<file path="config.mk">
export PLATFORM = sky130hd
export DESIGN_NAME = ebt_timer
export DESIGN_NICKNAME = d
export VERILOG_FILES = /design/src/ebt_pkg.sv /design/src/ebt_tick_if.sv /design/src/ebt_counter.sv /design/src/ebt_divider.sv /design/src/ebt_timer.sv
export SDC_FILE = /design/constraint.sdc
export NUM_CORES = 1
export LEC_CHECK = 0
export CORE_ASPECT_RATIO = 0.6
export CORE_MARGIN = 2
export CORE_UTILIZATION = 50
export CTS_CLUSTER_DIAMETER = 200
export DETAILED_ROUTE_END_ITERATION = 6
export DONT_BUFFER_PORTS = 1
export GPL_ROUTABILITY_DRIVEN = 0
export PLACE_DENSITY = 0.71
export SYNTH_ARGS = -nofsm -noshare
export SYNTH_HDL_FRONTEND = slang
export SYNTH_SLANG_ARGS = --single-unit
</file>
<file path="constraint.sdc">
create_clock -name clk -period 2.3 [get_ports clk]
set_input_delay 0.115 -clock clk [delete_from_list [all_inputs] [get_ports clk]]
set_output_delay 0.115 -clock clk [all_outputs]
set_load 0.01 [all_outputs]
</file>
<file path="src/ebt_pkg.sv">
// Package for the 8-bit interval/PWM timer: register map, field layout, reset values.
// Assumes a single 10 MHz system clock and the CPU register port of the top module.
`default_nettype none

package ebt_pkg;

	////////////////////////////////////////////////////////////////////////////////
	// Register addresses on the CPU register port.
	localparam logic [7:0] TIMER_CONTROL_ADDR = 8'hec;
	localparam logic [7:0] COMPARE_REF_ADDR   = 8'hed;
	localparam logic [7:0] COUNT_VALUE_ADDR   = 8'hee;

	// Interrupt level and vector of the match/overflow request.
	localparam int         IRQ_LEVEL  = 2;
	localparam logic [7:0] IRQ_VECTOR = 8'hd4;

	// Control register field positions.
	localparam int CTL_RUN_BIT     = 7;
	localparam int CTL_PRE_HI      = 6;
	localparam int CTL_PRE_LO      = 4;
	localparam int CTL_CLEAR_BIT   = 3;
	localparam int CTL_MODE_BIT    = 2;
	localparam int CTL_IRQ_EN_BIT  = 1;
	localparam int CTL_PENDING_BIT = 0;

	// Reset values.
	localparam logic [7:0] CONTROL_RESET = 8'h00;
	localparam logic [7:0] REF_RESET     = 8'hff;
	localparam logic [7:0] COUNT_RESET   = 8'h00;

	// Source clock division in interval mode.
	localparam int         INTERVAL_DIV = 64;
	localparam logic [5:0] INTERVAL_DIV_LAST = 6'(INTERVAL_DIV - 1);

	typedef enum logic {
		EBT_MODE_PWM,
		EBT_MODE_INTERVAL
	} ebt_mode_t;

endpackage : ebt_pkg

`default_nettype wire

</file>
<file path="src/ebt_tick_if.sv">
// Interface carrying the count tick from the divider to the counter and its settings from the counter to the divider.
// Assumes both ends run on the same system clock.
`default_nettype none

interface ebt_tick_if;
	logic                run;
	logic                interval;
	logic [2:0]          prescale;
	logic                sync_clear;
	logic                tick;

	modport divider (input run, input interval, input prescale, input sync_clear, output tick);
	modport user    (output run, output interval, output prescale, output sync_clear,
		input tick);
endinterface : ebt_tick_if

`default_nettype wire

</file>
<file path="src/ebt_counter.sv">
// 8-bit up counter with comparator, match/overflow event detection and output pin logic.
// Assumes ticks come from the divider on the same clock.
`default_nettype none

module ebt_counter #(
	parameter int WIDTH = 8
) (
	// Clock and reset
	input  wire logic             clk,
	input  wire logic             sys_rst,
	// Settings and tick
	ebt_tick_if.user              tk,
	input  wire logic             run,
	input  wire logic             interval,
	input  wire logic [2:0]       prescale,
	input  wire logic             clear,
	input  wire logic [WIDTH-1:0] reference,
	// Results
	output logic [WIDTH-1:0]      count,
	output logic                  match_evt,
	output logic                  ovf_evt,
	output logic                  pin_out
);

	typedef struct packed {
		logic [WIDTH-1:0] count;
		logic             toggle;
		logic             pwm;
		logic             match;
		logic             ovf;
	} ebt_cnt_state_t;

	ebt_cnt_state_t state_reg;
	ebt_cnt_state_t state_next;

	assign tk.run        = run;
	assign tk.interval   = interval;
	assign tk.prescale   = prescale;
	assign tk.sync_clear = clear;
	assign count         = state_reg.count;
	assign match_evt     = state_reg.match;
	assign ovf_evt       = state_reg.ovf;
	assign pin_out       = interval ? state_reg.toggle : state_reg.pwm;

	////////////////////////////////////////////////////////////////////////////////
	always_comb begin
		state_next       = state_reg;
		state_next.match = 1'b0;
		state_next.ovf   = 1'b0;
		if (clear) begin
			state_next.count = '0;
		end else if (tk.tick) begin
			if (state_reg.count == reference) begin
				state_next.match = 1'b1;
				if (interval) begin
					state_next.count  = '0;
					state_next.toggle = !state_reg.toggle;
				end else begin
					state_next.count = state_reg.count + 1'b1;
				end
			end else begin
				state_next.count = state_reg.count + 1'b1;
			end
			if (!interval && state_reg.count == '1) begin
				state_next.ovf = 1'b1;
			end
		end
		// Registered from the next count so the pin changes cleanly on the same clock as the count.
		state_next.pwm = reference > state_next.count;
	end

	always_ff @(posedge clk) begin
		if (sys_rst) begin
			state_reg <= '0;
		end else begin
			state_reg <= state_next;
		end
	end

endmodule // ebt_counter

`default_nettype wire

</file>
<file path="src/ebt_divider.sv">
// Source divider (1 or 64) followed by the 3-bit prescaler (1 to 8).
// Assumes run, mode and prescale are registered settings from the same clock.
`default_nettype none

module ebt_divider (
	// Clock and reset
	input  wire logic clk,
	input  wire logic sys_rst,
	// Tick link
	ebt_tick_if.divider tk
);

	typedef struct packed {
		logic [5:0] src_cnt;
		logic [2:0] pre_cnt;
	} ebt_div_state_t;

	ebt_div_state_t state_reg;
	ebt_div_state_t state_next;
	logic           src_tick;

	////////////////////////////////////////////////////////////////////////////////
	// The source tick is every clock in PWM mode, every 64th in interval mode.
	always_comb begin
		state_next = state_reg;
		src_tick   = 1'b0;
		tk.tick    = 1'b0;
		if (!tk.run || tk.sync_clear) begin
			// Restarting the divider on a clear keeps the first interval exact.
			state_next = '0;
		end else begin
			if (!tk.interval) begin
				src_tick = 1'b1;
			end else if (state_reg.src_cnt == ebt_pkg::INTERVAL_DIV_LAST) begin
				src_tick           = 1'b1;
				state_next.src_cnt = '0;
			end else begin
				state_next.src_cnt = state_reg.src_cnt + 6'h01;
			end
			if (src_tick) begin
				if (state_reg.pre_cnt >= tk.prescale) begin
					tk.tick            = 1'b1;
					state_next.pre_cnt = '0;
				end else begin
					state_next.pre_cnt = state_reg.pre_cnt + 3'h1;
				end
			end
		end
	end

	always_ff @(posedge clk) begin
		if (sys_rst) begin
			state_reg <= '0;
		end else begin
			state_reg <= state_next;
		end
	end

endmodule // ebt_divider

`default_nettype wire

</file>
<file path="src/ebt_timer.sv">
// Top of the 8-bit interval/PWM timer: CPU register port, control register, pending flag.
// Assumes a synchronous single-cycle register port on the system clock; the CPU
// interrupt logic samples the request level.
`default_nettype none

//
// Contract
// - Interval mode toggles pin; match interrupt only.
// - PWM mode; match and overflow request interrupt.
// - 8-bit counter, comparator and reference register.
// - One shared request, level two, one vector.
// - PWM match never resets the counter.
// - Control at ECh, reset to zero.
// - Bit 3 clears counter, self-clears.
// - Bit 7 starts or halts counting.
// - Bits 6:4 prescale by field plus one.
// - Bit 2 picks clock source and mode.
// - Bit 1 gates the interrupt request.
// - Bit 0 pending; write zero clears.
// - Pending sets even while interrupt disabled.
module ebt_timer #(
	parameter int WIDTH = 8
) (
	// Clock and reset
	input  wire logic             clk,
	input  wire logic             sys_rst,
	// CPU register port
	input  wire logic [7:0]       reg_addr,
	input  wire logic             reg_wr,
	input  wire logic [7:0]       reg_wdata,
	output logic [7:0]            reg_rdata,
	// Interrupt to the CPU interrupt logic
	output logic                  match_overflow_request,
	output logic [1:0]            interrupt_level_two,
	output logic [7:0]            irq_vector,
	// Output pin
	output logic                  toggle_or_pulse_output
);

	typedef struct packed {
		logic             run;
		logic [2:0]       prescale;
		logic             clear;
		logic             mode;
		logic             irq_en;
		logic             pending;
		logic [WIDTH-1:0] reference;
		logic [7:0]       rdata;
	} ebt_top_state_t;

	ebt_top_state_t   state_reg;
	ebt_top_state_t   state_next;
	logic [WIDTH-1:0] count_value;
	logic             match_evt;
	logic             ovf_evt;
	logic             pin_out;
	logic             ctl_wr;
	logic [7:0]       control;

	ebt_tick_if tick_link ();

	////////////////////////////////////////////////////////////////////////////////
	ebt_divider u_divider (
		.clk     (clk),
		.sys_rst (sys_rst),
		.tk      (tick_link.divider)
	);

	ebt_counter #(
		.WIDTH (WIDTH)
	) u_counter (
		.clk       (clk),
		.sys_rst   (sys_rst),
		.tk        (tick_link.user),
		.run       (state_reg.run),
		.interval  (state_reg.mode),
		.prescale  (state_reg.prescale),
		.clear     (state_reg.clear),
		.reference (state_reg.reference),
		.count     (count_value),
		.match_evt (match_evt),
		.ovf_evt   (ovf_evt),
		.pin_out   (pin_out)
	);

	////////////////////////////////////////////////////////////////////////////////
	assign ctl_wr = reg_wr && (reg_addr == ebt_pkg::TIMER_CONTROL_ADDR);

	always_comb begin
		control = '0;
		control[ebt_pkg::CTL_RUN_BIT]                     = state_reg.run;
		control[ebt_pkg::CTL_PRE_HI:ebt_pkg::CTL_PRE_LO]  = state_reg.prescale;
		control[ebt_pkg::CTL_CLEAR_BIT]                   = state_reg.clear;
		control[ebt_pkg::CTL_MODE_BIT]                    = state_reg.mode;
		control[ebt_pkg::CTL_IRQ_EN_BIT]                  = state_reg.irq_en;
		control[ebt_pkg::CTL_PENDING_BIT]                 = state_reg.pending;
	end

	always_comb begin
		state_next       = state_reg;
		// The clear bit lives for exactly one cycle, the cycle the counter is cleared.
		state_next.clear = 1'b0;
		if (ctl_wr) begin
			state_next.run      = reg_wdata[ebt_pkg::CTL_RUN_BIT];
			state_next.prescale = reg_wdata[ebt_pkg::CTL_PRE_HI:ebt_pkg::CTL_PRE_LO];
			state_next.clear    = reg_wdata[ebt_pkg::CTL_CLEAR_BIT];
			state_next.mode     = reg_wdata[ebt_pkg::CTL_MODE_BIT];
			state_next.irq_en   = reg_wdata[ebt_pkg::CTL_IRQ_EN_BIT];
			if (!reg_wdata[ebt_pkg::CTL_PENDING_BIT]) begin
				state_next.pending = 1'b0;
			end
		end
		if (reg_wr && reg_addr == ebt_pkg::COMPARE_REF_ADDR) begin
			state_next.reference = reg_wdata[WIDTH-1:0];
		end
		// An event in the clearing cycle wins, so no event is lost.
		if (match_evt || (ovf_evt && !state_reg.mode)) begin
			state_next.pending = 1'b1;
		end
		case (reg_addr)
			ebt_pkg::TIMER_CONTROL_ADDR: state_next.rdata = control;
			ebt_pkg::COMPARE_REF_ADDR:   state_next.rdata = 8'(state_reg.reference);
			ebt_pkg::COUNT_VALUE_ADDR:   state_next.rdata = 8'(count_value);
			default:                     state_next.rdata = 8'h00;
		endcase
	end

	always_ff @(posedge clk) begin
		if (sys_rst) begin
			state_reg           <= '0;
			state_reg.reference <= WIDTH'(ebt_pkg::REF_RESET);
		end else begin
			state_reg <= state_next;
		end
	end

	////////////////////////////////////////////////////////////////////////////////
	assign reg_rdata              = state_reg.rdata;
	assign match_overflow_request = state_reg.pending && state_reg.irq_en;
	assign interrupt_level_two    = 2'(ebt_pkg::IRQ_LEVEL);
	assign irq_vector             = ebt_pkg::IRQ_VECTOR;
	assign toggle_or_pulse_output = pin_out;

endmodule // ebt_timer

`default_nettype wire

</file>
Yosys cells after proc, flatten, opt, wreduce, memory -nomap -nowiden
Index checks and enable logic that the tools add are counted.
{"block": "op_classes", "eq_ne": 7, "mux": 21, "n_reduce_logical": 16, "n_addsub": 3, "magnitude_cmp": 2, "n_bitwise": 3}
{"cell": "8-bit equality test, second input constant", "count": 4}
{"cell": "8-bit 2-to-1 mux", "count": 3}
{"cell": "8-bit one-hot mux with 3 select lines", "count": 1}
{"cell": "1-bit 2-to-1 mux", "count": 14}
{"cell": "9-bit 2-to-1 mux", "count": 1}
{"cell": "8-bit by 1-bit adder with 8-bit output, second input constant", "count": 1}
{"cell": "8-bit equality test", "count": 1}
{"cell": "8-bit > comparator", "count": 1}
{"cell": "6-bit by 1-bit adder with 6-bit output, second input constant", "count": 1}
{"cell": "6-bit equality test, second input constant", "count": 1}
{"cell": "6-bit 2-to-1 mux", "count": 1}
{"cell": "1-bit logical AND", "count": 5}
{"cell": "4-bit AND reduction", "count": 1}
{"cell": "2-bit OR reduction", "count": 2}
{"cell": "3-bit by 1-bit adder with 3-bit output, second input constant", "count": 1}
{"cell": "3-bit greater-or-equal comparator", "count": 1}
{"cell": "1-bit zero test", "count": 3}
{"cell": "3-bit 2-to-1 mux", "count": 1}
{"cell": "1-bit inverter", "count": 3}
{"cell": "3-bit OR reduction", "count": 1}
{"cell": "1-bit logical OR", "count": 2}
{"cell": "2-bit by 1-bit != test with 1-bit output, second input constant", "count": 1}
{"cell": "2-bit AND reduction", "count": 1}
{"cell": "2-bit nonzero test", "count": 1}
{"block": "totals", "ff_bits": 45, "wordCells": 67, "output_inout_bits": 20, "inputBits": 19}

Depth between registers and ports, before layout
Gate-level depths: netlist (run 1).
{"block": "logic_depth", "ltp_word": 9, "depth_mapped": 13, "depth_no_buf": 13}

Modules after synthesis
From an unflattened synthesis (run 1), not the netlist that was laid out.
{"block": "unflattened", "cells_unflattened": 301, "area_unflattened_um2": 2721.4}
{"mod": "ebt_timer", "seq_area_each_um2": 480.5, "area_each_um2": 1256.2, "cells_each": 130, "instances": 1}
{"mod": "ebt_counter", "seq_area_each_um2": 240.2, "area_each_um2": 968.4, "cells_each": 113, "instances": 1}
{"mod": "ebt_divider", "seq_area_each_um2": 180.2, "area_each_um2": 496.7, "cells_each": 58, "instances": 1}

Worst setup path after synthesis (run 1)
Ideal clock, no wire load.
{"block": "synth_path", "kind": "register -> register", "start": "register u_divider.state_reg[0] (netlist name)", "end": "register u_counter.state_reg[2] (netlist name)", "required_time_ns": 2.160, "synth_period_minus_slack_ns": 2.513, "arrival_ns": 2.373, "path_stages_with_launch": 14, "n_path_buf": 1, "setup_ns": 0.140, "slack_ns": -0.213, "path_cell_list": "dfxtp_1 inv_1 ha_1 nor2b_1 o21ai_1 nand3_2 clkbuf_1 nand3_1 o211a_1 ha_1 a21o_1 a21o_1 a21oi_1 a221oi_1"}
{"block": "synth_between", "elab_chain_cells": 7}
{"item": "start: declaration", "line_no": "ebt_divider.sv:18", "source": "ebt_div_state_t state_reg;"}
{"item": "start signal: assignment", "line_no": "ebt_divider.sv:55", "source": "state_reg <= state_next;"}
{"item": "3-bit greater-or-equal comparator", "line_no": "ebt_divider.sv:41", "source": "if (state_reg.pre_cnt >= tk.prescale) begin"}
{"item": "1-bit 2-to-1 mux", "line_no": "ebt_divider.sv:41"}
{"item": "1-bit 2-to-1 mux", "line_no": "ebt_divider.sv:40", "source": "if (src_tick) begin"}
{"item": "1-bit 2-to-1 mux", "line_no": "ebt_divider.sv:28", "source": "if (!tk.run || tk.sync_clear) begin"}
{"item": "9-bit 2-to-1 mux", "line_no": "ebt_counter.sv:52", "source": "end else if (tk.tick) begin"}
{"item": "8-bit 2-to-1 mux", "line_no": "ebt_counter.sv:50", "source": "if (clear) begin"}
{"item": "8-bit > comparator", "line_no": "ebt_counter.sv:69", "source": "state_next.pwm = reference > state_next.count;"}
{"item": "end signal: assignment", "line_no": "ebt_counter.sv:76", "source": "state_reg <= state_next;"}
{"item": "end: declaration", "line_no": "ebt_counter.sv:33", "source": "ebt_cnt_state_t state_reg;"}
Every way passes these cells.
A chain may end at the register's enable or synchronous reset.

Worst setup path in the final report (run 1)
{"block": "layout_path", "start": "register u_counter.state_reg, in the netlist u_counter.count[3]", "end": "register u_counter.state_reg[2] (netlist name)"}
{"block": "layout_between", "elab_chain_cells": 6, "elab_cells_between_ends": 7, "cone_classes": "add/sub (1); order compare (1); eq/ne (1); mux (4)"}
{"item": "8-bit by 1-bit adder with 8-bit output", "line_no": "ebt_counter.sv:59, ebt_counter.sv:62"}
{"item": "8-bit 2-to-1 mux", "line_no": "ebt_counter.sv:55", "source": "if (interval) begin"}
{"item": "8-bit 2-to-1 mux", "line_no": "ebt_counter.sv:53", "source": "if (state_reg.count == reference) begin"}
{"item": "9-bit 2-to-1 mux (*)", "line_no": "ebt_counter.sv:52"}
{"item": "8-bit 2-to-1 mux (*)", "line_no": "ebt_counter.sv:50"}
{"item": "8-bit > comparator (*)", "line_no": "ebt_counter.sv:69"}
Every way passes the cells marked *; elsewhere a longest branch is shown, timed or not.

==> impl_metrics.toml, run 1 <==
[finish]
seqCellArea_sq_um = 916
multiInputGateArea_sq_mm = 0.00170
nNetsFinal = 409
syn2layout_area_growth_pct = 31.4
drive_gt1_share_pct = 30.2
insertedDiodeCount = 0
largest_reg_flops = 9
fillerInstances = 399
final_area_sq_mm = 0.00350
finalNonFillerCells = 443

[timing]
fin_hold_ws_ns = -0.00121
drv_slew = 0
finalHoldViolations = 1
fmax_ghz = 0.394
relSlewSlack_pct = 61.6
rsz0062_at_grt = "true"
worst_slack_ns = -0.238
setup-tns-final_ns = -0.238
post-route-period-util_pct = 110
min_period_ns = 2.54
finalSetupViolCount = 1
worst_pin_slew_ns = 0.574
finClkSkew_ns = 0.00787

[floorplanning]
design.core.area_sq_mm = 0.00510
rows = 20
fp.dieW_microns = 98.2
initial_utilization_pct = 52.1
die_area_sq_mm = 0.00594
die_h_microns = 60.5
ios = 39

[power]
ir_drop_mv = 0.251
power.density_mw_per_mm2 = 390
power_leakage_nw = 1.40

[worst_setup_path]
timing.rr.start = "u_counter.count[3]$_SDFF_PP0_"
worstSetupPathType = "reg -> reg"
worstPathRequired_ns = 2.50
end_kind = "flip-flop"
crit_path_max_fanout = 6
ff2ff_setup_slack_ns = -0.24
worstSetupStartpointType = "flip-flop"
cp_data_arrival_time_ns = 2.74
crit_start = "u_counter.count[3]$_SDFF_PP0_"

[hold_path]
worstHoldPathType = "in -> reg"
min_from = "reg_addr[1]"

[clock_network]
clock_latency_ns = 0.32
clockBufferDepth = 2
cts_tree = "built"
clk_pin_slew_worst_paths_ns = 0.10
cts-root-buf = "clkbuf_8"
cts_max_level = 2
cts_sinks = 45
cts_made_buffers = 5

[global_routing]
grt_max_degree = 21
grt_pass1_wl_microns = 12400
grt_usage_pct = 27.2
antenna_found_initial = 0
grt-ovfl-total = 0
first_global_vias = 2476

[yosys]
syn_inst = 316
ys_seq_area_share_pct = 33.9
avgSynthCellArea_sq_um = 8.42
ys.flop_type = "dfxtp_1"
async_reset_ff_share_pct = 0
ys_ff_latch = 45
synth_edf_count = 0
syn_area_sq_mm = 0.00266
ys_warn_count = 0
synth.distinct_cells = 47

[routing]
routedWlPerCell_microns = 17.3
first_pass_iters = 6
antenna_left = 0
drtIter0Drc = 224
drc = 0
routed_wl_microns = 7670
route.vias.total = 2593
routed_via_density = 5.85

[placed_design]
dp_cells = 412
placed_area_sq_mm = 0.00309
dpl.hpwl_microns = 5450
post-place-ws_ns = -0.317
port_buffers = 0

[job]
maxCapViolCount = 0

[outcome]
violations = "negative hold slack, negative setup slack"
outcome = "complete, but fails checks"
[worst max-delay path: stages, from the launching register on]
cell and delay, ns:
dfxtp_2 0.38, xor2_1 0.17, nor4_4 0.26, buf_4 0.18
nand4_4 0.15, and4_1 0.26, a311oi_2 0.22, ha_1 0.29
buf_4 0.14, a21o_1 0.16, a21oi_2 0.13, a221oi_2 0.07
[cells in the final DEF, fill, tap and decap left out, drive strengths merged, types with 8 or more instances in the layout]
| cell | n |
|---|---|
| inv | 14 |
| buf | 63 |
| xor2 | 10 |
| dlygate4sd3 | 17 |
| a21oi | 20 |
| a211o | 8 |
| mux2i | 15 |
| conb | 10 |
| ha | 14 |
| dfxtp | 45 |
| and3 | 11 |
| nand2 | 14 |
| nand3 | 13 |
| nor2 | 34 |
[timing repair]
action | in CTS | in global routing
resized for setup | 12 | 12
pin swaps | 6 | 4
endpoints found under the hold margin | 22 | 0
endpoints found under the setup margin | 1 | 3
gates cloned | 1 | 0
buffers inserted | 5 | 0
hold buffers | 17 | 0
[Yosys cell counts (all sizes together) (10+ instances only)]
cell type   n  share of area, %
nand3      13               2.6
and3       11               2.6
inv        14               2.0
dfxtp      45                34
a21oi      20               3.8
clkbuf     10               1.5
mux2i      15               5.6
ha         14               6.6
xor2       10               3.3
nand2      14               2.0
nor2       34               4.8
buf        26               6.5
[path summary, 6_finish.rpt]
kind / to / cells after the start
worst max-delay path: u_counter.state_reg[2]$_SDFF_PP0_ / 11
worst min-delay path: reg_rdata[5]$_SDFF_PP0_ / 3
worst max register to register: u_counter.state_reg[2]$_SDFF_PP0_ / 11
worst min register to register: u_divider.state_reg[1]$_SDFFE_PP0N_ / 2
[kinds of logic after synthesis]
logic type / after synthesis / share of synthesized area [%]
mux: 16 / 6.07
buf+inv: 51 / 10.1
compound gates: 63 / 15.9
flops: 45 / 33.9
xor+xnor: 10 / 3.29
simple gates: 115 / 23.8
other cells: 2 / 0.282
fa+ha+maj: 14 / 6.59
[per-layer routing]
layer	part of all wire [%]	global-route usage [%]	wire [microns]	vias up
met5	0	0	0	-
met3	10	7.37	783	18
met4	1.6	8.22	124	0
met1	46	38.0	3550	1222
li1	-	-	-	1228
met2	42	42.2	3200	125
[through the flow]
stage	utilization, %	hold slack [ns]	total power, mW
CTS	67.3	0.00548	1.36
detailed placement	60.5	0.182	0.844
floorplan	-	0.259	0.860
global placement	60.5	0.180	0.844
finish	68.5	-0.00121	1.36
global route	68.5	0.0184	1.40
[where the power goes]
part	internal, mW	switching, mW	total, mW
logic	0.0221	0.0299	0.0521
clock network	0.217	0.316	0.533
registers	0.779	0.000926	0.780
total	1.02	0.346	1.36
[layout make-up]
| class | count | area share [%] |
|---|---|---|
| clock buffers | 6 | 2.08 |
| well taps | 66 | 2.36 |
| multi-input cells | 229 | 48.7 |
| inverters | 15 | 1.61 |
| clock inverters | 2 | 0.465 |
| flip-flops and latches | 45 | 26.2 |
| repair buffers | 80 | 18.6 |
Note: power is estimated with default switching activity, not from simulation.
==> run 2: changes to the inputs <==
- SETUP_SLACK_MARGIN: unset -> 0.3
==> run 2 against run 1 <==
Effect of this change:
- the flow still finishes with violations (negative hold slack, negative setup slack)
- via count fell by 0.46%
- clock-buffer cell count is 1 lower
- flip-flop and latch count stayed put
- first-iteration DRC count is 1.3% higher
- sequential share of layout area decreased by 0.81 points
- clock power grew 21%
- highest routed layer unchanged
==> impl_metrics.toml, run 2 (same netlist as run 1, synthesis figures left out) <==
[power]
switching_share_pct = 23.0
sequentialPowerShare_pct = 53.0
pwr-share-clk_pct = 43.7
power_leakage_nw = 1.44
intPower_mw = 1.13
p_comb_share_pct = 3.3
power.density_mw_per_mm2 = 409
power_switching_mw = 0.338
ir_drop_mv = 0.283

[global_routing]
grt-ovfl-total = 0
first_global_vias = 2439
antenna_found_initial = 0
grt_usage_pct = 27.6
grt_pass1_wl_microns = 12500
grt_max_degree = 26

[routing]
route.vias.total = 2581
antenna_left = 0
routed_via_density = 5.76
drc = 0
routed_wl_microns = 7940
routedWlPerCell_microns = 17.7
first_pass_iters = 6
drtIter0Drc = 227

[timing]
rsz0062_at_grt = "true"
setup-tns-final_ns = -0.290
fmax_ghz = 0.386
finClkSkew_ns = 0.00359
worst_slack_ns = -0.290
finalHoldViolations = 6
fin_hold_ws_ns = -0.131
relSlewSlack_pct = 62.5
finalSetupViolCount = 1
worst_pin_slew_ns = 0.562
min_period_ns = 2.59
post-route-period-util_pct = 113
drv_slew = 0

[finish]
final_common_cell = "buf_4"
largest_reg_flops = 9
fillerInstances = 397
nNetsFinal = 414
layout_common_cells = "buf_4, dfxtp_1, nor2_1"
drive_gt1_share_pct = 31.9
syn2layout_area_growth_pct = 35.2
finalNonFillerCells = 448
insertedDiodeCount = 0

[clock_network]
cts_max_level = 2
clockBufferDepth = 2
cts_tree = "built"
cts_sinks = 45
clk_pin_slew_worst_paths_ns = 0.09
clock_latency_ns = 0.31
cts_made_buffers = 5
cts-root-buf = "clkbuf_8"
hold_buffers = 16

[worst_setup_path]
crit_buf_inv = 2
cpMostUsedCell = "ha_1"
cp_cell_sequence = "inv_1, ha_1, nand2_2, o21ai_4, nand3_4, buf_4, nor3_1, a311oi_2, ha_1, and4_1, o21ai_1, a221oi_2"
worstSetupPathType = "reg -> reg"
crit_slowest_cell = "dfxtp_2"
max_stage_delay_ns = 0.34
crit_path_max_fanout = 8
worstPathRequired_ns = 2.53
cp_data_arrival_time_ns = 2.82
cp_top_family = "simple AND/OR/NAND/NOR gates"
worstSetupStartpointType = "flip-flop"
end_kind = "flip-flop"

[floorplanning]
fp.dieW_microns = 98.2
initial_utilization_pct = 52.1
ios = 39
die_area_sq_mm = 0.00594
rows = 20
design.core.area_sq_mm = 0.00510
die_h_microns = 60.5

[outcome]
outcome = "complete, but fails checks"
violations = "negative hold slack, negative setup slack"

[placed_design]
port_buffers = 0
dpl.hpwl_microns = 5490
post-place-ws_ns = -0.285
dp_cells = 412

[job]
maxCapViolCount = 0

[hold_path]
worstHoldPathType = "in -> reg"
run 2: what timing repair did:
item / 4_1_cts / 5_1_grt
setup buffers: 5 / 7
setup endpoints to repair: 2 / 2
pin swaps: 6 / 20
gates resized for setup: 15 / 14
endpoints found under the hold margin: 22 / 6
run 2: worst register-to-register path: cells and delay by family, from the launching register on:
family / cells / cell delay (ns)
flip-flops: 1 / 0.34
adder cells (fa/ha/maj): 2 / 0.59
buffers and inverters: 2 / 0.25
AND/OR/NAND/NOR: 4 / 0.71
AO/OA/AOI/OAI: 4 / 0.61
run 2: worst paths after layout:
| path | start | to | slack [ns] | depth (start not counted) |
|---|---|---|---|---|
| max | control[5]$_SDFFE_PP0P_ | u_counter.state_reg[2]$_SDFF_PP0_ | -0.29 | 12 |
| max reg2reg | control[5]$_SDFFE_PP0P_ | u_counter.state_reg[2]$_SDFF_PP0_ | -0.29 | 12 |
| min reg2reg | u_counter.state_reg[3]$_SDFFE_PP0P_ | u_counter.state_reg[3]$_SDFFE_PP0P_ | 0.50 | 2 |
| min | sys_rst | u_counter.state_reg[2]$_SDFF_PP0_ | -0.13 | 1 |
run 2: area by class of cell:
cell class,instances,area (sq um),share of cell area (%)
clock buffers,5,68.8,1.91
clock inverters,3,50.0,1.39
inverters,15,56.3,1.57
multi-input cells,228,1710,47.7
flip-flops and latches,45,913,25.4
well taps,66,82.6,2.30
repair buffers,86,712,19.8
run 2: power groups by stage:
stage          sequential, mW  combinational, mW  clock (mW)
6_report                0.780             0.0489       0.643
5_1_grt                 0.780             0.0536       0.681
4_1_cts                 0.780             0.0474       0.645
3_5_place_dp            0.798             0.0464           0
3_3_place_gp            0.798             0.0456           0
2_1_floorplan           0.798             0.0625           0
run 2: metrics by stage:
step | hold WS [ns] | cell area (sq um) | utilization (%) | power [mW]
finish | -0.131 | 3600 | 70.5 | 1.47
global route | -0.152 | 3600 | 70.5 | 1.51
CTS | -0.136 | 3460 | 67.8 | 1.47
detailed placement | 0.181 | 3090 | 60.5 | 0.845
global placement | 0.182 | 3090 | 60.5 | 0.844
floorplan | 0.259 | 2800 | - | 0.860
run 2: layer usage:
metal / vias up / part of all wire [%] / global-route usage [%]
li1: 1231 / - / -
met2: 133 / 41 / 42.6
met5: - / 0 / 0
met1: 1198 / 47 / 38.7
met3: 19 / 10 / 8.53
met4: 0 / 1.4 / 6.46
